==> src/core/cdsz_consts.svh <==
`ifndef CDSZ_CONSTS_SVH
`define CDSZ_CONSTS_SVH

`define CDSZ_INSTR_W 14
`define CDSZ_DATA_W 8
`define CDSZ_ADDR_W 7
`define CDSZ_OPC_HI 13
`define CDSZ_OPC_LO 8
`define CDSZ_DEST_BIT 7
`define CDSZ_ADDR_HI 6
`define CDSZ_ADDR_LO 0
`define CDSZ_OPC_COMPLEMENT 6'h09
`define CDSZ_OPC_DEC_SKIP 6'h0b
`define CDSZ_DEST_ACCUM 1'h0
`define CDSZ_RST_ACCUM 8'h00
`define CDSZ_RST_ZERO 1'h0
`define CDSZ_RST_DATA 8'h00
`define CDSZ_RST_ADDR 7'h00
`define CDSZ_PHASES_PER_CYCLE 4

`endif

==> src/core/cdsz_pkg.sv <==
package cdsz_pkg;
    typedef enum logic [1:0] {
        quarter_phase_one,
        quarter_phase_two,
        quarter_phase_three,
        quarter_phase_four
    } quarter_phase_t;

    typedef enum logic [1:0] {
        op_none,
        complement_file_op,
        decrement_skip_zero_op
    } exec_op_t;

    typedef struct packed {
        logic [13:0] word;
        logic valid;
    } fetch_in_t;

    typedef struct packed {
        logic wr_en;
        logic rd_en;
        logic [6:0] addr;
        logic [7:0] wr_data;
    } file_port_t;

    typedef struct packed {
        quarter_phase_t phase;
        exec_op_t op;
        logic dest;
        logic [6:0] addr;
        logic [7:0] operand;
        logic [7:0] result;
        logic skip_now;
        logic [7:0] accum;
        logic zero;
    } exec_state_t;
endpackage

==> src/core/complement_decrement_exec.sv <==
`timescale 1ns/10ps
`include "cdsz_consts.svh"

module complement_decrement_exec (
    input wire logic mclk,
    input wire logic reset,
    input cdsz_pkg::fetch_in_t fetch,
    output logic instr_take,
    input wire logic [7:0] file_rd_data,
    output cdsz_pkg::file_port_t file_port,
    output cdsz_pkg::quarter_phase_t quarter_phase,
    output logic skip_active,
    output logic [7:0] accum_value,
    output logic zero_flag
);
    import cdsz_pkg::*;

    exec_state_t s_q;
    exec_state_t s_d;
    logic [5:0] opc;
    logic active;

    function automatic logic [7:0] alu(input exec_op_t op, input logic [7:0] a);
        if (op == complement_file_op) begin
            return ~a;
        end
        return a - 8'h01;
    endfunction

    assign opc = fetch.word[`CDSZ_OPC_HI:`CDSZ_OPC_LO];
    assign active = (s_q.op != op_none) && !s_q.skip_now;

    // the fetched word is only consumed at decode; a skipped word is still taken but discarded
    assign instr_take = (s_q.phase == quarter_phase_one) && fetch.valid;

    always_comb begin
        s_d = s_q;
        case (s_q.phase)
            quarter_phase_one: begin
                s_d.phase = quarter_phase_two;
                s_d.op = op_none;
                if (fetch.valid && !s_q.skip_now) begin
                    s_d.dest = fetch.word[`CDSZ_DEST_BIT];
                    s_d.addr = fetch.word[`CDSZ_ADDR_HI:`CDSZ_ADDR_LO];
                    if (opc == `CDSZ_OPC_COMPLEMENT) begin
                        s_d.op = complement_file_op;
                    end else if (opc == `CDSZ_OPC_DEC_SKIP) begin
                        s_d.op = decrement_skip_zero_op;
                    end
                end
            end
            quarter_phase_two: begin
                s_d.phase = quarter_phase_three;
                if (active) begin
                    s_d.operand = file_rd_data;
                end
            end
            quarter_phase_three: begin
                s_d.phase = quarter_phase_four;
                if (active) begin
                    s_d.result = alu(s_q.op, s_q.operand);
                end
            end
            quarter_phase_four: begin
                s_d.phase = quarter_phase_one;
                s_d.skip_now = 1'b0;
                if (active) begin
                    if (s_q.dest == `CDSZ_DEST_ACCUM) begin
                        s_d.accum = s_q.result;
                    end
                    if (s_q.op == complement_file_op) begin
                        s_d.zero = (s_q.result == 8'h00);
                    end else begin
                        // decrement-skip never touches the flag
                        s_d.skip_now = (s_q.result == 8'h00);
                    end
                end
            end
            default: begin
                s_d.phase = quarter_phase_one;
            end
        endcase
    end

    always_ff @(posedge mclk or posedge reset) begin
        if (reset) begin
            s_q.phase <= quarter_phase_one;
            s_q.op <= op_none;
            s_q.dest <= 1'b0;
            s_q.addr <= `CDSZ_RST_ADDR;
            s_q.operand <= `CDSZ_RST_DATA;
            s_q.result <= `CDSZ_RST_DATA;
            s_q.skip_now <= 1'b0;
            s_q.accum <= `CDSZ_RST_ACCUM;
            s_q.zero <= `CDSZ_RST_ZERO;
        end else begin
            s_q <= s_d;
        end
    end

    // read in phase two, write in phase four; the file answers combinationally
    assign file_port.rd_en = active && (s_q.phase == quarter_phase_two);
    assign file_port.wr_en = active && (s_q.phase == quarter_phase_four) && s_q.dest;
    assign file_port.addr = s_q.addr;
    assign file_port.wr_data = s_q.result;
    assign quarter_phase = s_q.phase;
    assign skip_active = s_q.skip_now;
    assign accum_value = s_q.accum;
    assign zero_flag = s_q.zero;

    property p_complement_file_op_invert;
        @(posedge mclk) disable iff (reset)
        (s_q.phase == quarter_phase_two && active && s_q.op == complement_file_op)
            |=> ##1 (s_q.result == ~$past(file_rd_data, 2));
    endproperty
    a_complement_file_op_invert: assert property (p_complement_file_op_invert) else $error("complement result not inverted");

    property p_complement_file_op_dest;
        @(posedge mclk) disable iff (reset)
        (s_q.phase == quarter_phase_four && active && s_q.op == complement_file_op)
            |-> (file_port.wr_en == s_q.dest) ##1 (s_q.dest || accum_value == $past(s_q.result));
    endproperty
    a_complement_file_op_dest: assert property (p_complement_file_op_dest) else $error("complement went to wrong destination");

    property p_complement_file_op_one_cycle;
        @(posedge mclk) disable iff (reset)
        (instr_take && !skip_active && opc == `CDSZ_OPC_COMPLEMENT)
            |=> file_port.rd_en ##2 (quarter_phase == quarter_phase_four) ##1 (!skip_active && instr_take == fetch.valid);
    endproperty
    a_complement_file_op_one_cycle: assert property (p_complement_file_op_one_cycle) else $error("complement did not fit one cycle");

    property p_dec_result;
        @(posedge mclk) disable iff (reset)
        (s_q.phase == quarter_phase_two && active && s_q.op == decrement_skip_zero_op)
            |-> ##2 (s_q.result == $past(file_rd_data, 2) - 8'h01);
    endproperty
    a_dec_result: assert property (p_dec_result) else $error("decrement result wrong");

    property p_dec_dest;
        @(posedge mclk) disable iff (reset)
        (s_q.phase == quarter_phase_four && active && s_q.op == decrement_skip_zero_op)
            |-> (file_port.wr_en == s_q.dest) ##1 (s_q.dest || accum_value == $past(s_q.result));
    endproperty
    a_dec_dest: assert property (p_dec_dest) else $error("decrement went to wrong destination");

    property p_no_skip;
        @(posedge mclk) disable iff (reset)
        (s_q.phase == quarter_phase_four && active && s_q.op == decrement_skip_zero_op && s_q.result != 8'h00)
            |=> !skip_active;
    endproperty
    a_no_skip: assert property (p_no_skip) else $error("skipped on nonzero result");

    property p_skip_zero;
        @(posedge mclk) disable iff (reset)
        (s_q.phase == quarter_phase_four && active && s_q.op == decrement_skip_zero_op && s_q.result == 8'h00)
            |=> skip_active [*4] ##1 !skip_active;
    endproperty
    a_skip_zero: assert property (p_skip_zero) else $error("zero result did not skip one cycle");

    // the decrement's own write lands on the edge that opens the skip, so stability is judged one edge on
    property p_skip_quiet;
        @(posedge mclk) disable iff (reset)
        skip_active |-> (!file_port.rd_en && !file_port.wr_en)
            ##1 ($stable(accum_value) && $stable(zero_flag));
    endproperty
    a_skip_quiet: assert property (p_skip_quiet) else $error("activity during skipped cycle");

    property p_flags;
        @(posedge mclk) disable iff (reset)
        (s_q.phase == quarter_phase_four && active)
            |=> (s_q.op == decrement_skip_zero_op) ? $stable(zero_flag) : (zero_flag == ($past(s_q.result) == 8'h00));
    endproperty
    a_flags: assert property (p_flags) else $error("zero flag handled wrongly");

    property p_phase_order;
        @(posedge mclk) disable iff (reset)
        (quarter_phase == quarter_phase_one)
            |=> (quarter_phase == quarter_phase_two) ##1 (quarter_phase == quarter_phase_three)
            ##1 (quarter_phase == quarter_phase_four) ##1 (quarter_phase == quarter_phase_one);
    endproperty
    a_phase_order: assert property (p_phase_order) else $error("quarter phases out of order");

    property p_take_addr;
        @(posedge mclk) disable iff (reset)
        (instr_take && !skip_active)
            |=> (file_port.addr == $past(fetch.word[`CDSZ_ADDR_HI:`CDSZ_ADDR_LO]));
    endproperty
    a_take_addr: assert property (p_take_addr) else $error("file address not taken from word");

    property p_dec_decode;
        @(posedge mclk) disable iff (reset)
        (instr_take && !skip_active && opc == `CDSZ_OPC_DEC_SKIP)
            |=> file_port.rd_en ##2 (file_port.wr_en == $past(fetch.word[`CDSZ_DEST_BIT], 3));
    endproperty
    a_dec_decode: assert property (p_dec_decode) else $error("decrement phases wrong");

    property p_skip_discard;
        @(posedge mclk) disable iff (reset)
        (skip_active && instr_take)
            |=> !file_port.rd_en ##2 !file_port.wr_en;
    endproperty
    a_skip_discard: assert property (p_skip_discard) else $error("skipped word was executed");

    property p_complement_file_op_no_skip;
        @(posedge mclk) disable iff (reset)
        (s_q.phase == quarter_phase_four && active && s_q.op == complement_file_op)
            |=> !skip_active;
    endproperty
    a_complement_file_op_no_skip: assert property (p_complement_file_op_no_skip) else $error("complement took a second cycle");

    property p_accum_hold;
        @(posedge mclk) disable iff (reset)
        (quarter_phase != quarter_phase_four)
            |=> $stable(accum_value);
    endproperty
    a_accum_hold: assert property (p_accum_hold) else $error("accumulator changed outside phase four");

    property p_zero_hold;
        @(posedge mclk) disable iff (reset)
        (quarter_phase != quarter_phase_four)
            |=> $stable(zero_flag);
    endproperty
    a_zero_hold: assert property (p_zero_hold) else $error("zero flag changed outside phase four");

    property p_other_op;
        @(posedge mclk) disable iff (reset)
        (instr_take && !skip_active && opc != `CDSZ_OPC_COMPLEMENT && opc != `CDSZ_OPC_DEC_SKIP)
            |=> !file_port.rd_en ##2 !file_port.wr_en ##1 $stable(accum_value);
    endproperty
    a_other_op: assert property (p_other_op) else $error("unknown opcode did something");
endmodule

==> config.mk <==
export PLATFORM = sky130hd
export DESIGN_NAME = complement_decrement_exec
export DESIGN_NICKNAME = d
export VERILOG_FILES = /design/src/core/cdsz_pkg.sv /design/src/core/complement_decrement_exec.sv
export VERILOG_INCLUDE_DIRS = /design/src /design/src/core
export SDC_FILE = /design/constraint.sdc
export NUM_CORES = 1
export LEC_CHECK = 0
export ABC_CLOCK_PERIOD_IN_PS = 1900
export BUFFER_PORTS_ARGS = -buffer_cell sky130_fd_sc_hd__clkbuf_2
export CORE_UTILIZATION = 50
export DETAILED_ROUTE_END_ITERATION = 16
export MAX_ROUTING_LAYER = met4
export PLACE_DENSITY = 0.79
export SETUP_SLACK_MARGIN = 0.3
export SLEW_MARGIN = 15
export SYNTH_ARGS = -nofsm -noshare
export SYNTH_HDL_FRONTEND = slang
export SYNTH_SLANG_ARGS = --single-unit
==> constraint.sdc <==
create_clock -name mclk -period 1.9 [get_ports mclk]
set_input_delay 0.38 -clock mclk [delete_from_list [all_inputs] [get_ports mclk]]
set_output_delay 0.38 -clock mclk [all_outputs]
set_load 0.01 [all_outputs]
Word level (Yosys, flattened, before mapping)
Cells that the tools add are included.
{"block": "word_totals", "register_bits": 38}
{"block": "op_classes", "n_reduce_logical": 15, "n_bitwise": 2, "muxes": 13, "eq_ne": 6, "n_addsub": 1}
{"op": "8-bit two-way mux", "n": 3}
{"op": "10-bit two-way mux", "n": 2}
{"op": "6-bit by 4-bit == test with 1-bit output (second input constant)", "n": 2}
{"op": "8-bit zero test", "n": 1}
{"op": "8-bit inverter", "n": 1}
{"op": "2-bit one-hot mux with 4 select lines", "n": 1}
{"op": "8-bit by 1-bit subtractor with 8-bit output (second input constant)", "n": 1}
{"op": "1-bit logical AND", "n": 6}
{"op": "2-bit AND reduction", "n": 3}
{"op": "3-bit AND reduction", "n": 2}
{"op": "1-bit two-way mux", "n": 5}
{"op": "2-bit by 1-bit == test with 1-bit output (second input constant)", "n": 2}
{"op": "2-bit == test (second input constant)", "n": 2}
{"op": "2-bit two-way mux", "n": 2}
{"op": "2-bit zero test", "n": 1}
{"op": "2-bit nonzero test", "n": 1}
{"op": "1-bit zero test", "n": 1}
{"op": "1-bit inverter", "n": 1}

Longest topological paths before layout
Gate-level depths: netlist of run 1.
{"block": "depth", "word_depth": 5, "mapped_depth": 7, "ltp_nobuf": 6}

Worst setup path after synthesis of run 1
OpenSTA, ideal clock, no wires.
{"block": "synth_timing", "path_kind": "register to register", "startpoint": "reg s_q (netlist bit quarter_phase[0])", "endpoint": "reg s_q[34] (netlist name)", "arrival_ns": 1.604, "stages_incl_launch_ff": 8, "path_buffers": 1, "t_required_ns": 1.818, "path_slack_ns": 0.214, "path_cell_list": "dfrtp_1 > inv_1 > ha_1 > and2_2 > nand2b_1 > buf_6 > or4_4 > o22ai_1"}
{"block": "synth_between", "elab_chain_cells": 1}
{"element": "from (decl)", "line": "complement_decrement_exec.sv:18", "source": "exec_state_t s_q;"}
{"element": "2-bit zero test", "line": "complement_decrement_exec.sv:38", "source": "case (s_q.phase)"}
No other way between the ends.
A chain may end at the register's enable or synchronous reset.

Worst setup path in the final report of run 1
Ends and elaborated chain as after synthesis.

==> results of run 1 <==
-- where the power goes --
| group | internal, W | switching [W] | leakage, nW | total (W) |
|---|---|---|---|---|
| combinational | 0.0000976 | 0.0000927 | 0.656 | 0.000190 |
| clock | 0.000252 | 0.000248 | 0.0383 | 0.000500 |
| sequential | 0.000863 | 0.0000465 | 0.477 | 0.000909 |
| total | 0.00121 | 0.000387 | 1.17 | 0.00160 |
-- metrics by stage --
step                      total power, W   util
after floorplan                  0.00106      -
after detailed placement         0.00111  0.591
after global placement           0.00110  0.591
after CTS                        0.00162  0.655
after global routing             0.00169  0.684
final                            0.00160  0.684
-- routing by layer --
| metal | vias up | share of wire | GRT usage |
|---|---|---|---|
| met1 | 610 | 0.45 | 0.239 |
| li1 | 628 | - | - |
| met3 | 9 | 0.038 | 0.0525 |
| met4 | 0 | 0.020 | 0.0767 |
| met5 | - | 0 | - |
| met2 | 33 | 0.49 | 0.302 |
-- cell type report --
cell class	count	area (um^2)	share of cell area
sequential	38	955	0.402
multi-input combinational	89	813	0.343
tap	46	57.6	0.0243
inverter	10	45.0	0.0190
clock buffer	7	76.3	0.0322
timing repair buffer	71	425	0.179
-- cells by family (layout without fill, tap and decap cells) --
kind of cell    after synthesis  in the layout
compound gates               19             19
fa+ha+maj                     6              6
mux                          23             23
xor+xnor                      6              6
buf+inv                      38             88
simple gates                 35             35
flops                        38             38
-- state kept, by name, summed over array words and instances (netlist names) --
signal,count
skip_active,1
file_port,15
zero_flag,1
accum_value,8
s_q,11
quarter_phase,2
-- cell usage in the layout, fill, tap and decap left out, drive strengths merged, types with 2 or more instances in the layout --
master	netlist	routed
a21oi	4	4
buf	28	20
clkbuf	0	58
dfrtp	38	38
ha	6	6
inv	10	10
mux2	22	22
nand2	10	10
nand3	4	4
nand3b	2	2
nor2	7	7
nor3	2	2
o21ai	11	11
o22ai	2	2
or4	3	3
xor2	5	5
-- synthesized netlist by cell type --
cell type,count,share of area
nor4bb_1,1,0.0053
nor3_1,2,0.0053
buf_4,25,0.099
mux2i_1,1,0.0053
or4_4,1,0.0060
nand2_1,10,0.020
nand3_1,4,0.011
or2_2,1,0.0033
mux2_2,22,0.13
buf_6,1,0.0060
xnor2_1,1,0.0046
a21oi_1,4,0.011
nor2b_1,1,0.0033
nor2_1,7,0.014
nor4b_4,1,0.013
nand2b_1,1,0.0033
buf_2,2,0.0053
o21ai_0,11,0.029
o21ba_2,1,0.0053
inv_1,10,0.020
nor4_1,1,0.0033
or4_1,2,0.0079
o22ai_1,2,0.0066
and2_2,1,0.0040
ha_1,6,0.040
xor2_1,5,0.023
nand3b_1,2,0.0079
dfrtp_1,38,0.50
a31oi_1,1,0.0033
-- worst max-delay path, stage by stage (launching register included) --
cell,delay [ps]
dfrtp_2,430
buf_6,130
inv_4,50
ha_4,120
and2_4,170
nand2b_4,70
or4_4,530
o22ai_2,100
-- worst min-delay path by stage --
stage               endpoint  slack [ps]  cells past startpoint
2_1_floorplan        s_q[34]         480                      1
3_3_place_gp    file_port[8]         490                      1
3_5_place_dp       zero_flag         490                      1
4_1_cts         file_port[1]         200                      3
5_1_grt              s_q[33]         230                      3
6_report       file_port[11]         180                      3
-- repair_timing --
action / 4_1_cts / 5_1_grt
resized for setup: 18 / 19
hold buffers: 0 / 0
pin swaps: 3 / 2
endpoints found under the setup margin: 3 / 29
buffers inserted: 9 / 4
==> impl_results.md, run 1 <==
- Status: finished, final reports clean
- WP data required: 2110 ps
- Worst slew margin: 0.690
- Flops & latches, synth: 38
- CTS Sinks: 38
- GPL Wtd Cong: 0.720
- CTS buffer count: 5
- Slew Viols, Final: 0
- Multiplexer share of the synthesized area: 0.137
- Fin cells: 261
- Worst EP arrival: 1880 ps
- First-pass GRT wire length: 5780 um
- Fin Setup TNS: 0 ps
- Inst Count DP: 241
- GRT Total Usage: 0.194
- Fillers: 290
- DRC: 0
- CORE AREA: 3470 um^2
- Worst Path Max Fanout: 3
- CP Launch Type: flop
- Simple-gate portion of the synthesized area: 0.107
- Worst skew pair latency: 280 ps
- WL/cell: 13.5 um
- Min cycle time layout: 1680 ps
- Compound-cell area share of the yosys netlist: 0.0550
- FMAX: 596 MHz
- R2r endpoint: s_q[34]
- R2R Setup Slk: 220 ps
- Syn Inst Count: 165
- CTS clk-pin slew, worst paths: 70 ps
- Std cell rows: 21
- # nets final: 246
- Pre-CTS setup slack: 298 ps
- XOR/XNOR share of the synthesized area: 0.0278
- Layout area overhead: 25.6%
- MaxCap Viol Count: 0
- Ports: 55
- Layout cells sized above 1: 0.553
- Initial detailed-routing violation count: 49
- # diodes: 0
- Post-route ant nets: 0
- DP HPWL: 2300 um
- Post-synthesis cell type count: 29
- # setup viols final: 0
- Worst hold path class: in -> async
- Number of iterations in the first detailed-routing pass: 4
- Crit. End Element: flop
- Clk buf depth: 2
- Final hold viol count: 0
- Initial antenna violation count: 0
- Port-buffer cells: 54
- Peak supply drop: 493 uV
- WHS: 184 ps
- Setup Skew: 4.76 ps
- Mapped Avg Cell Area: 11.4 um^2
- Sequential area share after synthesis: 0.504
- Final WS setup: 223 ps
- Adder-cell share of the synthesized area: 0.0398
- R2R depth: 7
- CTS tree: done
- Die footprint: 4030 um^2
- Root Driver: clkbuf_8
- Worst reg2reg startpoint: quarter_phase[0]
- Pwr Density: 674 nW/um^2
- Global route overflow: 0
- Starting Density: 0.544
- Vias in the first global route: 1,271
- DR vias/cell: 4.90
- Largest net degree at the start of global routing: 39
- Post-Syn Nets: 196
- Die width: 63.5 um
- Least-Margin Pin Slew: 465 ps
- DP Area: 2050 um^2
- Routed wire length: 3520 um
- Largest family of logic cells by synthesized area: multiplexers
- Die outline height: 63.5 um
- Worst setup startpoint: quarter_phase[0]
- Crit path kind: reg -> reg
- Unrepaired setup endpoints after global routing: true
- Cell Area, Synth: 1890 um^2
- Critical path destination: s_q[34]
- LEAKAGE: 1.17 nW
- Yosys warns: 0
- Via Count: 1,280
- Final Instance Area: 2370 um^2
- Htree depth: 2
- Final period util: 0.883
(Power assumes the default switching activity.)
==> run 2, diff against run 1 <==
CTS_BUF_LIST = sky130_fd_sc_hd__clkbuf_4 sky130_fd_sc_hd__clkbuf_8   (was not set)
==> run 2 against run 1 <==
Count of clock-buffer cells in the layout unchanged. Critical path type is now reg -> out. Via count down 1.0%. Sequential share of layout area up 1.0 points. Critical path depth down 2. Critical endpoint is now instr_take. Sequential power about the same. Largest power group unchanged. First-iteration DRC count up 24%. Clock power up 6.2%. Register-to-register slack better by 30 ps. Global-route usage down 0.62 points.
==> impl_results.md, run 2 (synthesized netlist as in run 1, its figures left out) <==
- Fin Setup TNS: 0 ps
- Vias in the first global route: 1,280
- CORE AREA: 3470 um^2
- MaxCap Viol Count: 0
- CTS buffer count: 5
- Std cell rows: 21
- CTS tree: done
- Port-buffer cells: 54
- Most frequent cells in the layout: clkbuf_2 (52), dfrtp_1 (35), mux2_2 (22)
- Die outline height: 63.5 um
- Initial antenna violation count: 0
- Least-Margin Pin Slew: 458 ps
- Crit path kind: reg -> out
- CTS Hold Bufs: 0
- CTS Sinks: 38
- Worst EP arrival: 1290 ps
- Root Driver: clkbuf_8
- Routed wire length: 3240 um
- Htree depth: 2
- Initial detailed-routing violation count: 61
- Setup Skew: 7.25 ps
- First-pass GRT wire length: 5660 um
- FMAX: 599 MHz
- Final period util: 0.879
- Tot Pwr: 0.00163 W
- Peak supply drop: 502 uV
- Post-route ant nets: 0
- WL/cell: 12.5 um
- R2R Setup Slk: 250 ps
- Layout cells sized above 1: 0.554
- DRC: 0
- Final hold viol count: 0
- # diodes: 0
- Die width: 63.5 um
- GPL Wtd Cong: 0.720
- DP HPWL: 2300 um
- Fillers: 300
- Ports: 55
- Max reg flops: 15
- Largest net degree at the start of global routing: 39
- Clk buf depth: 2
- Crit. End Element: output port
- Global route overflow: 0
- WP data required: 1520 ps
- GRT Total Usage: 0.188
- Worst slew margin: 0.694
- # nets final: 244
- Worst hold path class: in -> async
- Status: finished, final reports clean
- Worst skew pair latency: 280 ps
- Die footprint: 4030 um^2
- Starting Density: 0.544
- Most common cell after layout, fill and taps aside: clkbuf_2
- Number of iterations in the first detailed-routing pass: 4
- Via Count: 1,267
- CTS clk-pin slew, worst paths: 70 ps
- CP Launch Type: flop
- Pwr Density: 703 nW/um^2
- LEAKAGE: 1.16 nW
- # setup viols final: 0
- Worst Path Max Fanout: 3
- Unrepaired setup endpoints after global routing: true
- DR vias/cell: 4.89
- Slew Viols, Final: 0
- Min cycle time layout: 1670 ps
- Layout area overhead: 22.6%
==> run 2: cell types whose count changed in the layout (fill, tap and decap cells not counted), sizes merged <==
cell	before	now
clkbuf	58	60
buf	20	16
==> run 2: final cells by class <==
cell class	instances	area, um^2	share of cell area
Tap cell	46	57.6	0.0249
Clock buffer	7	83.8	0.0362
Multi-Input combinational cell	89	781	0.337
Inverter	10	42.5	0.0184
Timing Repair Buffer	69	395	0.171
Sequential cell	38	955	0.412
==> run 2: critical path, stage by stage (launching register included) <==
cell	delay [ps]
dfrtp_2	440
buf_6	130
inv_4	50
ha_4	120
and2_4	140
clkbuf_8	120
==> run 2: timing repair <==
| item | 4_1_cts | 5_1_grt |
|---|---|---|
| pin swaps | 4 | 1 |
| endpoints found under the hold margin | 0 | 0 |
| setup buffers | 9 | 2 |
| setup endpoints to repair | 3 | 21 |
| gates resized for setup | 17 | 6 |
==> run 2: worst paths after layout <==
kind	start	end	depth (start not counted)
hold / removal	reset	file_port[1]	3
max in group asynchronous	reset	skip_active	3
min in group mclk	fetch[10]	s_q[34]	2
hold reg to reg	accum_value[2]	accum_value[2]	1
setup / recovery	quarter_phase[0]	instr_take	5
setup reg to reg	quarter_phase[0]	s_q[34]	7
==> run 2: power breakdown <==
group          internal, W  switching, W
Sequential        0.000863     0.0000461
Clock             0.000281      0.000250
Combinational    0.0000959     0.0000914
==> run 2: metrics by stage <==
step                cells  hold WS, ps  worst slack, ps  utilization  area (um^2)
floorplan             165          480              281            -         1900
global placement      241          487              330        0.591         2050
detailed placement    241          493              298        0.591         2050
CTS                   257          198              239        0.657         2280
global route          259          228              173        0.667         2310
finish                259          176              230        0.667         2310
==> run 2: routing by layer <==
metal	GRT usage	share of wire	vias to the layer above
li1	-	-	623
met1	0.237	0.47	611
met2	0.297	0.49	29
met3	0.0399	0.039	4
met4	0.0682	0.0077	0
met5	-	0	-
